**config.mk**
```make
export PLATFORM = sky130hd
export DESIGN_NAME = dpl_power_link
export DESIGN_NICKNAME = d
export VERILOG_FILES = /design/src/dpl_pkg.sv /design/src/dpl_power_link.sv /design/src/dpl_delay_line.sv /design/src/dpl_pll_lock.sv
export SDC_FILE = /design/constraint.sdc
export NUM_CORES = 1
export LEC_CHECK = 0
export ABC_AREA = 0
export ABC_CLOCK_PERIOD_IN_PS = 2400
export BUFFER_PORTS_ARGS = -buffer_cell sky130_fd_sc_hd__buf_2
export CAP_MARGIN = 0
export CORE_AREA = 2 2 136 125
export DETAILED_ROUTE_END_ITERATION = 16
export DIE_AREA = 0 0 138 127
export HOLD_SLACK_MARGIN = 0.03
export PLACE_DENSITY_LB_ADDON = 0.05
export SLEW_MARGIN = 0
export SYNTH_ARGS = -nofsm -noshare
export SYNTH_HDL_FRONTEND = slang
export SYNTH_HIERARCHICAL = 1
export SYNTH_SLANG_ARGS = --single-unit
```
**constraint.sdc**
```tcl
create_clock -name clk_sys -period 2.4 [get_ports clk_sys]
set_input_delay 0.36 -clock clk_sys [delete_from_list [all_inputs] [get_ports clk_sys]]
set_output_delay 0.36 -clock clk_sys [all_outputs]
set_load 0.02 [all_outputs]
```
**src/dpl_pkg.sv**
```systemverilog
// Shared constants and types for the line-link power and test control block
package dpl_pkg;
    // Timing
    localparam int CLK_HZ = 100_000_000;
    localparam int PLL_LOCK_US = 1000;
    localparam int PLL_LOCK_CYC = PLL_LOCK_US * (CLK_HZ / 1_000_000);
    localparam int RCAL_MS = 17;
    localparam int RCAL_CYC = RCAL_MS * (CLK_HZ / 1000);
    localparam int ADC_CAL_MS = 256;
    localparam int ADC_CAL_CYC = ADC_CAL_MS * (CLK_HZ / 1000);
    localparam int PLL_LOCK_EDGES = 64;
    localparam int BCLK_GAP_CYC = 64;
    localparam int FILT_DEPTH = 16;
    // Register indices (byte address is four times the index)
    localparam logic [7:0] REG_LINK_LB = 8'h01;
    localparam logic [7:0] REG_HYBRID = 8'h02;
    localparam logic [7:0] REG_HOOK = 8'h05;
    localparam logic [7:0] REG_POWER = 8'h06;
    localparam logic [7:0] REG_DIG_LB = 8'h0A;
    localparam logic [7:0] REG_LINE_STAT = 8'h0C;
    localparam logic [7:0] REG_CAL = 8'h11;
    localparam logic [7:0] REG_RCAL = 8'h19;
    localparam logic [7:0] REG_HWY = 8'h21;
    localparam logic [7:0] REG_SYS_STAT = 8'h30;
    // Field positions
    localparam int BIT_LINK_LB = 1;
    localparam int BIT_HYBRID = 1;
    localparam int BIT_OFF_HOOK = 0;
    localparam int BIT_SYS_PD = 3;
    localparam int BIT_LINE_PD = 4;
    localparam int BIT_DIG_LB = 0;
    localparam int BIT_FRAME_DET = 6;
    localparam int BIT_AUTO_CAL_DIS = 5;
    localparam int BIT_MAN_CAL = 6;
    localparam int BIT_RCAL_DIS = 5;
    localparam int BIT_HWY_LB = 7;
    // Reset values
    localparam logic [7:0] POWER_RST = 8'h10;
    localparam logic [7:0] HYBRID_RST = 8'h02;
    // Power modes and calibration phases
    typedef enum logic [1:0] {PM_RESET, PM_NORMAL, PM_SLEEP, PM_DEEP} dpl_pm_e;
    typedef enum logic [1:0] {CAL_IDLE, CAL_RES, CAL_ADC} dpl_cal_e;
endpackage : dpl_pkg

```
**src/dpl_power_link.sv**
```systemverilog
// Power modes, link enable, calibration and loopback selection
//
// What this block does
// - Reset leaves line-link powerdown set, powerdown clear.
// - Bit-clock lock is reached within one millisecond.
// - Link stays off until line-link powerdown clears.
// - Two power bits pick one of four modes.
// - Both bits clear: normal two-way link traffic.
// - Sleep keeps only link and ring detect alive.
// - Only reset leaves sleep or deep powerdown.
// - Deep powerdown: nothing works, ring detect off.
// - Off-hook or power loss runs resistor calibration.
// - ADC calibration follows resistor calibration, 256 ms.
// - Manual ADC calibration on trigger pulse, 256 ms.
// - Line-link powerdown routes receive through filters to transmit.
// - Frame detect sets once the link is up.
// - Digital loopback copies receive to transmit directly.
// - Link loopback sends receive over link and back.
// - Highway analog loopback filters line data, returns it.
// - Hybrid disabled: receive data loops through the line.
//
// The implementer's own choices: the placing of the registers and the Wishbone register port.
`timescale 1ns/1ps
module dpl_power_link
    import dpl_pkg::*;
#(
    parameter int LOCK_CYC = PLL_LOCK_CYC,
    parameter int RCAL_CYC_P = RCAL_CYC,
    parameter int ADC_CYC_P = ADC_CAL_CYC
)
(
    // Clock and reset
    input wire logic clk_sys,
    input wire logic srst,
    input wire logic ce,
    // Wishbone slave
    input wire logic wb_cyc_i,
    input wire logic wb_stb_i,
    input wire logic wb_we_i,
    input wire logic [9:0] wb_adr_i,
    input wire logic [31:0] wb_dat_i,
    input wire logic [3:0] wb_sel_i,
    output logic [31:0] wb_dat_o,
    output logic wb_ack_o,
    // Highway pins
    input wire logic highway_bit_clock,
    input wire logic highway_frame_sync,
    input wire logic serial_rx_data_pin,
    output logic serial_tx_data_pin,
    // Isolation link to the line side
    output logic link_enable,
    output logic link_tx_data,
    input wire logic link_rx_data,
    input wire logic link_frame_in,
    input wire logic line_ring_in,
    input wire logic line_power_lost,
    // Status
    output logic ring_detect_output,
    output logic pll_locked
);
    typedef struct packed
    {
        logic [6:0] s1;
        logic [6:0] s2;
        logic bclk_q;
        logic ack;
        logic [31:0] dat;
        logic [7:0] r_link;
        logic [7:0] r_hyb;
        logic [7:0] r_hook;
        logic [7:0] r_pwr;
        logic [7:0] r_dlb;
        logic [7:0] r_cal;
        logic [7:0] r_rcal;
        logic [7:0] r_hwy;
        dpl_pm_e pm;
        dpl_cal_e cal;
        logic [24:0] cnt;
        logic hook_q;
        logic plost_q;
        logic manual_cal_trigger_q;
        logic link_frame_detect;
        logic tx;
        logic ltx;
        logic ring;
    } dpl_top_s;

    dpl_top_s q;
    dpl_top_s n;

    logic bclk_rise;
    logic filt_in;
    logic filt_out;
    logic lock;
    logic req;
    logic wr;
    logic link_on;
    logic func;
    logic cal_go;
    logic man_go;
    logic dig_lb;
    logic rx;
    logic lrx;
    logic [7:0] idx;

    function automatic logic [7:0] rd_reg(input dpl_top_s s, input logic [7:0] i,
                                          input logic lk);
        logic [7:0] v;
        v = 8'h00;
        case (i)
            REG_LINK_LB: v = s.r_link;
            REG_HYBRID: v = s.r_hyb;
            REG_HOOK: v = s.r_hook;
            REG_POWER: v = s.r_pwr;
            REG_DIG_LB: v = s.r_dlb;
            REG_LINE_STAT: v[BIT_FRAME_DET] = s.link_frame_detect;
            REG_CAL: v = s.r_cal;
            REG_RCAL: v = s.r_rcal;
            REG_HWY: v = s.r_hwy;
            REG_SYS_STAT: v = {2'b00, s.pm, s.cal, 1'b0, lk};
            default: v = 8'h00;
        endcase
        return v;
    endfunction : rd_reg

    function automatic dpl_pm_e pick_mode(input logic [7:0] pwr);
        dpl_pm_e m;
        m = PM_RESET;
        case ({pwr[BIT_LINE_PD], pwr[BIT_SYS_PD]})
            2'b00: m = PM_NORMAL;
            2'b01: m = PM_SLEEP;
            2'b11: m = PM_DEEP;
            default: m = PM_RESET;
        endcase
        return m;
    endfunction : pick_mode

    dpl_pll_lock #(
        .LOCK_CYC(LOCK_CYC)
    ) u_pll (
        .clk_sys(clk_sys),
        .srst(srst),
        .ce(ce),
        .bclk_rise(bclk_rise),
        .highway_frame_sync_lvl(q.s2[1]),
        .lock(lock)
    );

    dpl_delay_line #(
        .DEPTH(FILT_DEPTH)
    ) u_filt (
        .clk_sys(clk_sys),
        .srst(srst),
        .ce(ce),
        .shift(bclk_rise),
        .din(filt_in),
        .dout(filt_out)
    );

    assign bclk_rise = q.s2[0] & ~q.bclk_q;
    assign rx = q.s2[2];
    assign lrx = q.s2[3];
    assign req = wb_cyc_i & wb_stb_i;
    assign wr = req & ~q.ack & wb_we_i & wb_sel_i[0];
    assign idx = wb_adr_i[9:2];
    assign link_on = (q.pm == PM_NORMAL) || (q.pm == PM_SLEEP);
    assign func = (q.pm == PM_NORMAL);
    assign dig_lb = q.r_dlb[BIT_DIG_LB];
    // Highway analog loopback feeds line data into the filters
    assign filt_in = q.r_hwy[BIT_HWY_LB] ? lrx : rx;
    assign cal_go = func && ((q.r_hook[BIT_OFF_HOOK] && !q.hook_q)
                             || (q.s2[6] && !q.plost_q));
    assign man_go = func && q.r_cal[BIT_AUTO_CAL_DIS]
                    && q.manual_cal_trigger_q && !q.r_cal[BIT_MAN_CAL];

    always_comb
    begin
        n = q;
        // Pins from outside this clock domain pass two flops first
        n.s1 = {line_power_lost, line_ring_in, link_frame_in, link_rx_data,
                serial_rx_data_pin, highway_frame_sync, highway_bit_clock};
        n.s2 = q.s1;
        n.bclk_q = q.s2[0];
        n.hook_q = q.r_hook[BIT_OFF_HOOK];
        n.plost_q = q.s2[6];
        n.manual_cal_trigger_q = q.r_cal[BIT_MAN_CAL];
        // Single-cycle ack; dropped in the cycle after it was given
        n.ack = req & ~q.ack;
        if (req && !q.ack && !wb_we_i)
        begin
            n.dat = {24'h000000, rd_reg(q, idx, lock)};
        end
        if (wr)
        begin
            case (idx)
                REG_LINK_LB: n.r_link = wb_dat_i[7:0];
                REG_HYBRID: n.r_hyb = wb_dat_i[7:0];
                REG_HOOK: n.r_hook = wb_dat_i[7:0];
                REG_POWER:
                begin
                    // Sleep and deep powerdown ignore writes; only reset leaves them
                    if (q.pm == PM_RESET || q.pm == PM_NORMAL)
                    begin
                        n.r_pwr = wb_dat_i[7:0];
                    end
                end
                REG_DIG_LB: n.r_dlb = wb_dat_i[7:0];
                REG_CAL: n.r_cal = wb_dat_i[7:0];
                REG_RCAL: n.r_rcal = wb_dat_i[7:0];
                REG_HWY: n.r_hwy = wb_dat_i[7:0];
                default: n.r_link = q.r_link;
            endcase
        end
        case (q.pm)
            PM_RESET, PM_NORMAL: n.pm = pick_mode(q.r_pwr);
            PM_SLEEP: n.pm = PM_SLEEP;
            PM_DEEP: n.pm = PM_DEEP;
            default: n.pm = PM_RESET;
        endcase
        // Frame detect: clear wins, cleared whenever the link is off
        if (!link_on)
        begin
            n.link_frame_detect = 1'b0;
        end
        else if (q.s2[4])
        begin
            n.link_frame_detect = 1'b1;
        end
        if (q.cnt != 25'h0000000)
        begin
            n.cnt = q.cnt - 25'h0000001;
        end
        case (q.cal)
            CAL_IDLE:
            begin
                if (cal_go && !q.r_rcal[BIT_RCAL_DIS])
                begin
                    n.cal = CAL_RES;
                    n.cnt = 25'(RCAL_CYC_P);
                end
                else if ((cal_go && !q.r_cal[BIT_AUTO_CAL_DIS]) || man_go)
                begin
                    n.cal = CAL_ADC;
                    n.cnt = 25'(ADC_CYC_P);
                end
            end
            CAL_RES:
            begin
                if (q.cnt == 25'h0000001)
                begin
                    n.cal = q.r_cal[BIT_AUTO_CAL_DIS] ? CAL_IDLE : CAL_ADC;
                    n.cnt = q.r_cal[BIT_AUTO_CAL_DIS] ? 25'h0000000 : 25'(ADC_CYC_P);
                end
            end
            CAL_ADC:
            begin
                if (q.cnt == 25'h0000001)
                begin
                    n.cal = CAL_IDLE;
                end
            end
            default: n.cal = CAL_IDLE;
        endcase
        // Leaving normal mode abandons a calibration on that same edge
        if (n.pm != PM_NORMAL)
        begin
            n.cal = CAL_IDLE;
            n.cnt = 25'h0000000;
        end
        n.ring = link_on && q.link_frame_detect && q.s2[5];
        if (bclk_rise)
        begin
            n.tx = 1'b0;
            n.ltx = 1'b0;
            if ((q.pm == PM_RESET || func) && dig_lb)
            begin
                n.tx = rx;
            end
            else if (q.pm == PM_RESET)
            begin
                n.tx = filt_out;
            end
            else if (func)
            begin
                n.tx = lrx;
            end
            if (func)
            begin
                // Test modes are assumed exclusive; link loopback wins here
                if (q.r_link[BIT_LINK_LB] || !q.r_hyb[BIT_HYBRID])
                begin
                    n.ltx = rx;
                end
                else
                begin
                    n.ltx = filt_out;
                end
            end
        end
        // Quiet link data from the very edge that leaves normal mode
        if (n.pm != PM_NORMAL)
        begin
            n.ltx = 1'b0;
        end
    end

    always_ff @(posedge clk_sys)
    begin
        if (srst)
        begin
            q <= '0;
            q.r_pwr <= POWER_RST;
            q.r_hyb <= HYBRID_RST;
        end
        else if (ce)
        begin
            q <= n;
        end
    end

    assign wb_ack_o = q.ack;
    assign wb_dat_o = q.dat;
    assign serial_tx_data_pin = q.tx;
    assign link_tx_data = q.ltx;
    assign link_enable = link_on;
    assign ring_detect_output = q.ring;
    assign pll_locked = lock;
endmodule : dpl_power_link

```
**src/dpl_delay_line.sv**
```systemverilog
// Bit-serial delay line standing in for the filter group delay
`timescale 1ns/1ps
module dpl_delay_line
    import dpl_pkg::*;
#(
    parameter int DEPTH = FILT_DEPTH
)
(
    // Clock and reset
    input wire logic clk_sys,
    input wire logic srst,
    input wire logic ce,
    // Stream
    input wire logic shift,
    input wire logic din,
    output logic dout
);
    typedef struct packed
    {
        logic [DEPTH-1:0] sh;
    } dpl_dl_s;

    dpl_dl_s q;
    dpl_dl_s n;

    always_comb
    begin
        n = q;
        if (shift)
        begin
            n.sh = {q.sh[DEPTH-2:0], din};
        end
    end

    always_ff @(posedge clk_sys)
    begin
        if (srst)
        begin
            q <= '0;
        end
        else if (ce)
        begin
            q <= n;
        end
    end

    assign dout = q.sh[DEPTH-1];
endmodule : dpl_delay_line

```
**src/dpl_pll_lock.sv**
```systemverilog
// Lock tracker for the highway bit clock and frame sync
`timescale 1ns/1ps
module dpl_pll_lock
    import dpl_pkg::*;
#(
    parameter int LOCK_CYC = PLL_LOCK_CYC
)
(
    // Clock and reset
    input wire logic clk_sys,
    input wire logic srst,
    input wire logic ce,
    // Synchronised highway clocking
    input wire logic bclk_rise,
    input wire logic highway_frame_sync_lvl,
    // Status
    output logic lock
);
    typedef struct packed
    {
        logic [7:0] gap;
        logic [6:0] edges;
        logic [23:0] run;
        logic seen_fs;
        logic lock;
    } dpl_pll_s;

    dpl_pll_s q;
    dpl_pll_s n;

    always_comb
    begin
        n = q;
        if (bclk_rise)
        begin
            n.gap = 8'h00;
            if (q.edges != 7'(PLL_LOCK_EDGES))
            begin
                n.edges = q.edges + 7'h01;
            end
        end
        else
        begin
            n.gap = q.gap + 8'h01;
        end
        if (q.edges != 7'h00 && q.run != 24'(LOCK_CYC))
        begin
            n.run = q.run + 24'h000001;
        end
        if (highway_frame_sync_lvl)
        begin
            n.seen_fs = 1'b1;
        end
        n.lock = (q.edges == 7'(PLL_LOCK_EDGES)) && q.seen_fs;
        // Clock stopped: lock is lost and acquisition restarts
        if (q.gap == 8'(BCLK_GAP_CYC))
        begin
            n = '0;
        end
    end

    always_ff @(posedge clk_sys)
    begin
        if (srst)
        begin
            q <= '0;
        end
        else if (ce)
        begin
            q <= n;
        end
    end

    assign lock = q.lock;
endmodule : dpl_pll_lock

```
==> results.sh, run 1 <==
export IMPL_yosysUniqueCellTypes=84
export IMPL_synth_most_common_cell="dfxtp_1"
export IMPL_synth_top_cell_area_share_pct=39.8
export IMPL_drc_errors=0
export IMPL_p_leak_nw=3.59
export IMPL_dr_total_vias=6815
export IMPL_numCtsBuffers=17
export IMPL_antenna_found_initial=0
export IMPL_cts_root_buf="clkbuf_16"
export IMPL_postLayoutCellArea_um2=9020
export IMPL_cts_tree="done"
export IMPL_diodes=0
export IMPL_synthesis_area_um2=7910
export IMPL_hpwl_mm=14.1
export IMPL_pin_count=97
export IMPL_drv_slew=0
export IMPL_ys_flop_type="dfxtp_1"
export IMPL_slowest_stage="or4b_4"
export IMPL_grt_max_degree=48
export IMPL_crit_path_end_kind="flop"
export IMPL_core_um2=16000
export IMPL_ys_top_cells_by_area="dfxtp_1 40%, mux2i_1 11%, nand2_1 4.8%"
export IMPL_grtUsageTotal_pct=22.8
export IMPL_p_int_w=0.00420
export IMPL_grt_pass1_wl_mm=32.1
export IMPL_fin_cells=1192
export IMPL_die_height_um=127
export IMPL_dp_slack_ns=-0.0769
export IMPL_hold_path_class="in2reg"
export IMPL_clkTransAtPathRegs_ns=0.07
export IMPL_comb_power_share_pct=8.4
export IMPL_cts_sinks=157
export IMPL_switching_share_pct=27.7
export IMPL_min_period_over_period_pct=97.5
export IMPL_fin_nets=1043
export IMPL_cts_buffer_depth=2
export IMPL_slew_headroom_pct=38.7
export IMPL_drt_pass1_iter_count=6
export IMPL_required_ns=2.72
export IMPL_ys_seq_area_share_pct=39.8
export IMPL_yosysWarnings=6
export IMPL_crit_chain="inv_1 -> ha_1 -> or4b_4 -> nor4_4 -> buf_4 -> nand2_1 -> nand2_2 -> nor3_1 -> a211o_1"
export IMPL_grt_ovfl_total=0
export IMPL_setup_ws_ns=0.0605
export IMPL_drtIter0Drc=482
export IMPL_avgViaCountPerCell=5.72
export IMPL_placed_area_um2=8320
export IMPL_vdd_drop_max_v=0.000553
export IMPL_seq_power_share_pct=45.5
export IMPL_start_kind="flop"
export IMPL_drtAntennaViolNets=0
export IMPL_fin_util_pct=56.5
export IMPL_async_flop_share_pct=0
export IMPL_setup_violations=0
export IMPL_finClkSkew_ns=0.0113
export IMPL_status="finished clean"
export IMPL_grt_pass1_vias=6223
export IMPL_synth_top_cell_by_area="dfxtp_1"
export IMPL_place_inst=1153
export IMPL_die_w_um=138
export IMPL_power_w=0.00581
export IMPL_ys_ff_latch=157
export IMPL_rows=44
export IMPL_max_stage_delay_ns=0.50
export IMPL_cp_max_fo=4
export IMPL_io_buffers=43
export IMPL_drive_gt1_share_pct=16.9
export IMPL_synth_commonest_cells="157 x dfxtp_1, 101 x nand2_1, 97 x nor2_1"
export IMPL_avgSynthCellArea_um2=8.61
export IMPL_area_delta_synth_final_pct=14.1
export IMPL_fmax_mhz=427
export IMPL_clk_latency_ns=0.44
export IMPL_final_min_clock_period_ns=2.34
export IMPL_dieArea_um2=17500
export IMPL_gp_congestion=0.884
export IMPL_power_frac_clock_pct=46.1
export IMPL_routed_wl_mm=20.0
export IMPL_tightest_slew_ns=0.915
export IMPL_synth_cells=918
export IMPL_powerDensity_nw_per_um2=644
export IMPL_htreeDepth=4
export IMPL_p_sw_w=0.00161
export IMPL_rsz0062_at_grt="yes"
export IMPL_cp_arrival_ns=2.66
export IMPL_start_util_pct=49.5
export IMPL_routedWlPerCell_um=16.8
export IMPL_final_hold_viol_count=0
export IMPL_maxCapViolCount=0
export IMPL_crit_type="reg2reg"
export IMPL_synth_edf_count=0
==> final cells by class <==
type                       instances  area (µm²)
clock buffer                      17         425
tap                              207         259
multi-input combinational        682        4340
fill                            1462        6950
inverter                          21        78.8
clock inverter                    15         165
timing repair buffer              93         606
sequential                       157        3140
==> sequential cells by signal (all words and copies together), names as in the netlist <==
signal	cells
wb_dat_o	8
n	11
ring_detect_output	1
dig_lb	1
wb_ack_o	1
u_pll/q	16
serial_tx_data_pin	1
u_pll/lock	1
link_tx_data	1
u_filt/q	16
q	99
lrx	1
==> path summary, 6_finish.rpt <==
| kind | slack [ns] | startpoint | cells after the start | end |
|---|---|---|---|---|
| worst min-delay path | 0.16 | line_ring_in | 3 | n[139] |
| worst min register to register | 0.45 | q[92] | 2 | q[92] |
| worst max-delay path | 0.06 | q[7] | 9 | q[9] |
| worst max register to register | 0.06 | q[7] | 9 | q[9] |
==> per-layer routing <==
layer  up-vias  track usage [%]  share of wire, %
li1       3337                -                 -
met1      3250             31.9                49
met2       202             35.8                45
met3        26             4.57               5.2
met4         0             6.78               1.2
met5         -                0                 0
==> placed cells by master (no fill, tap or decap), types with 5 or more instances in the layout <==
master / count
inv_1: 20
inv_8: 5
a21o_1: 8
nor2b_1: 9
nand2b_1: 18
inv_6: 5
nor4_1: 8
nand4b_1: 6
clkbuf_16: 17
nor2_1: 97
buf_2: 42
nand4_1: 16
conb_1: 24
nand3_1: 40
nand2_1: 100
mux2i_1: 83
a211o_1: 5
ha_1: 12
dfxtp_1: 157
o211ai_1: 5
a21oi_1: 62
a221o_1: 6
and3_1: 8
a31oi_1: 9
a22oi_1: 10
o21ai_0: 36
nor3_1: 15
a211oi_1: 11
buf_4: 50
==> power groups by stage <==
stage	clock [W]	sequential [W]	combinational [W]
4_1_cts	0.00274	0.00264	0.000471
2_1_floorplan	0	0.00270	0.000359
6_report	0.00268	0.00264	0.000486
5_1_grt	0.00286	0.00265	0.000528
3_3_place_gp	0	0.00270	0.000459
3_5_place_dp	0	0.00270	0.000468
==> critical path, delay by kind of cell, from the launching register on <==
| kind | cells | cell delay [ns] |
|---|---|---|
| flops | 1 | 0.31 |
| simple gates | 5 | 1.18 |
| buf+inv | 2 | 0.29 |
| compound gates | 1 | 0.27 |
| fa+ha+maj | 1 | 0.18 |
==> stage by stage <==
step | TNS [ns] | hold slack, ns
2_1_floorplan | 0 | 0.426
3_3_place_gp | -0.0600 | 0.434
3_5_place_dp | -0.367 | 0.444
4_1_cts | 0 | 0.145
5_1_grt | -0.0441 | 0.176
6_report | 0 | 0.165
==> logic make-up (layout without fill, tap and decap cells) <==
family	after synthesis	after routing	synth area share (%)
simple gates	361	361	23.6
compound gates	191	191	15.8
flops	157	157	39.8
buf+inv	102	146	7.14
mux	86	86	10.9
fa+ha+maj	12	12	1.90
xor+xnor	8	8	0.886
other cells	1	24	0.0474
==> timing repair <==
action                     CTS  global route
pin swaps                    0             4
cloned                       0             0
gates resized for setup      2             9
hold buffers                 0             0
setup endpoints to repair    9            21
setup buffers                0             7
No activity file was read; power rests on OpenSTA's default activity.
==> run 2: changes to the inputs <==
--- a/config.mk
+++ b/config.mk
@@ -6,12 +6,12 @@
 export NUM_CORES = 1
 export LEC_CHECK = 0
 export ABC_AREA = 0
-export ABC_CLOCK_PERIOD_IN_PS = 2400
+export ABC_CLOCK_PERIOD_IN_PS = 3050
 export BUFFER_PORTS_ARGS = -buffer_cell sky130_fd_sc_hd__buf_2
 export CAP_MARGIN = 0
-export CORE_AREA = 2 2 136 125
+export CORE_AREA = 2 2 191 174
 export DETAILED_ROUTE_END_ITERATION = 16
-export DIE_AREA = 0 0 138 127
+export DIE_AREA = 0 0 193 176
 export HOLD_SLACK_MARGIN = 0.03
 export PLACE_DENSITY_LB_ADDON = 0.05
 export SLEW_MARGIN = 0
==> constraint.sdc (replaced) <==
create_clock -name clk_sys -period 3.05 [get_ports clk_sys]
set_input_delay 0.4575 -clock clk_sys [delete_from_list [all_inputs] [get_ports clk_sys]]
set_output_delay 0.4575 -clock clk_sys [all_outputs]
set_load 0.02 [all_outputs]
==> run 2 against run 1 <==
Against the previous run: clock power decreased by 16%; maximum frequency decreased by 8.7%; clock skew about the same; largest cell class unchanged; highest routed layer unchanged; utilization decreased by 28 points; sequential power decreased by 21%.
==> results.sh, run 2 (synthesis results as in run 1) <==
export IMPL_gp_congestion=0.706
export IMPL_dr_total_vias=6505
export IMPL_tightest_slew_ns=0.962
export IMPL_tns_ns=0
export IMPL_io_buffers=43
export IMPL_drc_errors=0
export IMPL_p_int_w=0.00351
export IMPL_final_cell_mix="157 x dfxtp_1, 101 x nand2_1, 96 x nor2_1"
export IMPL_crit_path_end_kind="flop"
export IMPL_cts_buffer_depth=2
export IMPL_rows=62
export IMPL_drive_gt1_share_pct=13.8
export IMPL_die_height_um=176
export IMPL_cp_depth=8
export IMPL_routed_wl_mm=23.3
export IMPL_grt_pass1_vias=6111
export IMPL_grtUsageTotal_pct=14.1
export IMPL_cts_root_buf="clkbuf_16"
export IMPL_hold_path_class="in2reg"
export IMPL_crit_type="reg2reg"
export IMPL_status="finished clean"
export IMPL_crit_chain="inv_1 -> ha_1 -> nor4_4 -> and3_1 -> nand2_2 -> or3_1 -> or4_1 -> nand3_1"
export IMPL_dieArea_um2=34000
export IMPL_cp_arrival_ns=2.93
export IMPL_max_stage_delay_ns=0.53
export IMPL_place_inst=1342
export IMPL_core_um2=31800
export IMPL_hold_buffers=0
export IMPL_hpwl_mm=16.1
export IMPL_min_path_cells=3
export IMPL_fin_util_pct=28.5
export IMPL_clkTransAtPathRegs_ns=0.07
export IMPL_drtIter0Drc=365
export IMPL_routedWlPerCell_um=17.0
export IMPL_layout_commonest_cell="dfxtp_1"
export IMPL_powerDensity_nw_per_um2=520
export IMPL_final_hold_viol_count=0
export IMPL_nFillCells=3431
export IMPL_drt_pass1_iter_count=7
export IMPL_fin_nets=1016
export IMPL_start_util_pct=24.9
export IMPL_finClkSkew_ns=0.0109
export IMPL_maxCapViolCount=0
export IMPL_largest_register="q"
export IMPL_postLayoutCellArea_um2=9050
export IMPL_comb_power_share_pct=8.0
export IMPL_die_w_um=193
export IMPL_required_ns=3.42
export IMPL_cp_startpoint="q[34]"
export IMPL_vdd_drop_max_v=0.000368
export IMPL_grt_pass1_wl_mm=36.6
export IMPL_crit_family="simple AND/OR/NAND/NOR gates"
export IMPL_pin_count=97
export IMPL_cts_tree="done"
export IMPL_p_leak_nw=3.47
export IMPL_slowest_stage="or3_1"
export IMPL_cts_sinks=157
export IMPL_cts_resized=0
export IMPL_fin_cells=1374
export IMPL_fin_hold_ws_ns=0.265
export IMPL_switching_share_pct=25.6
export IMPL_drtAntennaViolNets=0
export IMPL_path_buf_inv=1
export IMPL_hp_start="highway_bit_clock"
export IMPL_avgViaCountPerCell=4.73
export IMPL_diodes=0
export IMPL_rsz0062_at_grt="no"
export IMPL_antenna_found_initial=0
export IMPL_clk_latency_ns=0.43
export IMPL_r2r_end="q[16]"
export IMPL_grt_max_degree=127
export IMPL_seq_power_share_pct=44.2
export IMPL_min_period_over_period_pct=84.0
export IMPL_largest_register_ff_count=99
export IMPL_r2r_cells=8
export IMPL_drv_slew=0
export IMPL_power_frac_clock_pct=47.8
export IMPL_final_min_clock_period_ns=2.56
export IMPL_numCtsBuffers=17
export IMPL_fmax_mhz=390
export IMPL_cp_max_fo=7
export IMPL_setup_violations=0
export IMPL_htreeDepth=4
export IMPL_r2r_start="q[34]"
export IMPL_start_kind="flop"
export IMPL_reg2reg_slack_ns=0.49
export IMPL_area_delta_synth_final_pct=14.5
export IMPL_postCtsSetupBuffers=0
export IMPL_slew_headroom_pct=35.6
export IMPL_p_sw_w=0.00120
export IMPL_placed_area_um2=8450
export IMPL_holdPathEnd="n[134]"
export IMPL_grt_ovfl_total=0
export IMPL_top_regs="q: 99 flops, u_filt/q: 16 flops, u_pll/q: 16 flops"
## run 2: layout make-up
class / instances / area, µm² / area share [%]
inverters: 21 / 78.8 / 0.871
clock inverters: 13 / 164 / 1.81
flip-flops and latches: 157 / 3140 / 34.7
well taps: 416 / 520 / 5.75
clock buffers: 19 / 443 / 4.89
multi-input cells: 682 / 4290 / 47.4
repair buffers: 66 / 415 / 4.59
## run 2: stage by stage
stage | power (W) | setup WS (ns)
floorplan | 0.00241 | 0.667
global placement | 0.00251 | 0.467
detailed placement | 0.00251 | 0.463
CTS | 0.00481 | 0.441
global route | 0.00493 | 0.300
finish | 0.00471 | 0.489
## run 2: how the worst max path moves through the flow
stage                 end  slack [ns]
global route        q[16]        0.30
CTS                 q[16]        0.44
floorplan           q[16]        0.67
detailed placement  q[16]        0.46
global placement    q[16]        0.47
finish              q[16]        0.49
## run 2: layer usage
metal  track usage [%]  part of all wire [%]
met1              21.4                    54
met2              20.4                    42
met3              2.44                   2.9
met4              3.69                  0.90
met5                 0                     0
## run 2: worst register-to-register path: cells and delay by family (launching register included)
family,cells,cell delay (ns)
flops,1,0.45
simple gates,6,1.73
buf+inv,1,0.10
fa+ha+maj,1,0.23
## run 2: power by group through the flow
stage | sequential, W | combinational (W) | clock [W]
floorplan | 0.00212 | 0.000283 | 0
global placement | 0.00213 | 0.000385 | 0
detailed placement | 0.00213 | 0.000382 | 0
CTS | 0.00208 | 0.000383 | 0.00234
global route | 0.00208 | 0.000420 | 0.00242
finish | 0.00208 | 0.000379 | 0.00225
==> run 3: changes to the inputs <==
--- a/config.mk
+++ b/config.mk
@@ -6,7 +6,7 @@
 export NUM_CORES = 1
 export LEC_CHECK = 0
 export ABC_AREA = 0
-export ABC_CLOCK_PERIOD_IN_PS = 3050
+export ABC_CLOCK_PERIOD_IN_PS = 2400
 export BUFFER_PORTS_ARGS = -buffer_cell sky130_fd_sc_hd__buf_2
 export CAP_MARGIN = 0
 export CORE_AREA = 2 2 191 174
==> constraint.sdc (replaced) <==
create_clock -name clk_sys -period 2.4 [get_ports clk_sys]
set_input_delay 0.36 -clock clk_sys [delete_from_list [all_inputs] [get_ports clk_sys]]
set_output_delay 0.36 -clock clk_sys [all_outputs]
set_load 0.02 [all_outputs]
==> run 3 against run 2 <==
Against the previous run: clock skew fell by 0.00073 ns; global-route usage increased by 0.46 points; first-iteration DRC count up 22%; critical path type unchanged; largest power group unchanged; highest routed layer unchanged.
==> results.sh, run 3 (synthesis results as in run 1) <==
export IMPL_maxCapViolCount=0
export IMPL_final_hold_viol_count=0
export IMPL_final_cell_mix="157 x dfxtp_1, 101 x nand2_1, 96 x nor2_1"
export IMPL_vdd_drop_max_v=0.000467
export IMPL_cts_buffer_depth=2
export IMPL_fin_hold_ws_ns=0.163
export IMPL_start_kind="flop"
export IMPL_grt_pass1_vias=6313
export IMPL_path_buf_inv=1
export IMPL_largest_register="q"
export IMPL_tightest_slew_ns=1.02
export IMPL_powerDensity_nw_per_um2=628
export IMPL_clk_latency_ns=0.43
export IMPL_drt_pass1_iter_count=5
export IMPL_cts_sinks=157
export IMPL_setup_violations=0
export IMPL_cp_max_fo=7
export IMPL_power_w=0.00589
export IMPL_drv_slew=0
export IMPL_area_delta_synth_final_pct=18.5
export IMPL_rows=62
export IMPL_drtAntennaViolNets=0
export IMPL_p_sw_w=0.00153
export IMPL_grt_ovfl_total=0
export IMPL_slowest_stage="or3_4"
export IMPL_largest_register_ff_count=99
export IMPL_core_um2=31800
export IMPL_die_height_um=176
export IMPL_die_w_um=193
export IMPL_drtIter0Drc=444
export IMPL_drive_gt1_share_pct=17.5
export IMPL_crit_family="simple AND/OR/NAND/NOR gates"
export IMPL_htreeDepth=4
export IMPL_top_regs="q: 99 flops, u_filt/q: 16 flops, u_pll/q: 16 flops"
export IMPL_power_frac_clock_pct=46.2
export IMPL_max_stage_delay_ns=0.45
export IMPL_dieArea_um2=34000
export IMPL_start_util_pct=24.9
export IMPL_avgViaCountPerCell=4.72
export IMPL_routed_wl_mm=24.0
export IMPL_fin_nets=1057
export IMPL_crit_path_end_kind="flop"
export IMPL_finClkSkew_ns=0.0101
export IMPL_seq_power_share_pct=44.9
export IMPL_slew_headroom_pct=31.9
export IMPL_grt_max_degree=69
export IMPL_fmax_mhz=438
export IMPL_crit_type="reg2reg"
export IMPL_status="finished clean"
export IMPL_hold_path_class="in2reg"
export IMPL_final_min_clock_period_ns=2.29
export IMPL_pin_count=97
export IMPL_rsz0062_at_grt="no"
export IMPL_cts_tree="done"
export IMPL_routedWlPerCell_um=16.9
export IMPL_cts_root_buf="clkbuf_16"
export IMPL_layout_commonest_cell="dfxtp_1"
export IMPL_drc_errors=0
export IMPL_required_ns=2.77
export IMPL_antenna_found_initial=0
export IMPL_hpwl_mm=17.0
export IMPL_grtUsageTotal_pct=14.6
export IMPL_comb_power_share_pct=8.9
export IMPL_grt_pass1_wl_mm=37.5
export IMPL_p_int_w=0.00436
export IMPL_clkTransAtPathRegs_ns=0.06
export IMPL_numCtsBuffers=17
export IMPL_crit_chain="inv_1 -> ha_1 -> nor4_4 -> and3_1 -> nand2_2 -> or3_4 -> or4_1 -> nand3_1"
export IMPL_io_buffers=43
export IMPL_p_leak_nw=3.66
export IMPL_min_period_over_period_pct=95.2
export IMPL_dr_total_vias=6668
export IMPL_diodes=0
export IMPL_switching_share_pct=26.0
export IMPL_cp_arrival_ns=2.66
export IMPL_tns_ns=0
export IMPL_gp_congestion=0.731
-- run 3: cell types whose count changed in the layout (fill, tap and decap cells not counted), moves of 2 or more --
cell | before | now
a211oi_2 | 2 | 0
a211oi_4 | 0 | 2
clkbuf_8 | 1 | 4
bufinv_16 | 3 | 1
buf_4 | 22 | 62
clkinv_4 | 0 | 2
clkinvlp_4 | 4 | 1
-- run 3: cell type report --
class                   instances  area [µm²]
flip-flops and latches        157        3140
inverters                      21        78.8
clock inverters                 8        82.6
repair buffers                107         736
multi-input cells             682        4320
well taps                     416         520
fillers                      3434       22400
clock buffers                  23         488
-- run 3: final timing paths --
check                                        start     end  slack, ns  depth (start not counted)
worst max-delay path                         q[34]   q[16]       0.11                          8
worst min-delay path            highway_frame_sync  n[135]       0.16                          3
worst max register to register               q[34]   q[16]       0.11                          8
worst min register to register               q[78]   q[78]       0.45                          2
-- run 3: power by group through the flow --
stage	clock network [W]	logic (W)	registers (W)
after floorplan	0	0.000359	0.00270
after global placement	0	0.000515	0.00270
after detailed placement	0	0.000513	0.00270
after CTS	0.00282	0.000515	0.00264
after global routing	0.00293	0.000575	0.00265
final	0.00272	0.000523	0.00265
-- run 3: routing by layer --
layer  global-route usage [%]  share of wire, %  vias to the layer above
li1                         -                 -                     3359
met1                     21.9                53                     3203
met2                     21.3                43                       96
met3                     2.78               3.2                       10
met4                     3.31              0.72                        0
met5                        0                 0                        -
-- run 3: metrics by stage --
stage,instance area (µm²),cells,setup WS [ns],utilization [%]
after floorplan,7990,941,0.0172,-
final,9370,1414,0.115,29.5
after global routing,9370,1414,0.00673,29.5
after global placement,8750,1381,0.00384,27.5
after CTS,9330,1412,0.0890,29.3
after detailed placement,8750,1381,-0.0129,27.5
-- run 3: timing repair --
action / in CTS / in global routing
resized for setup: 1 / 7
endpoints found under the setup margin: 1 / 12
buffers inserted: 0 / 2
hold buffers: 0 / 0
pin swaps: 0 / 3
-- run 3: tightest hold or removal path, delay by kind of cell --
| kind | cells | cell delay, ns |
|---|---|---|
| buffers and inverters | 1 | 0.07 |
| and+or+nand+nor | 1 | 0.07 |
| muxes | 1 | 0.06 |
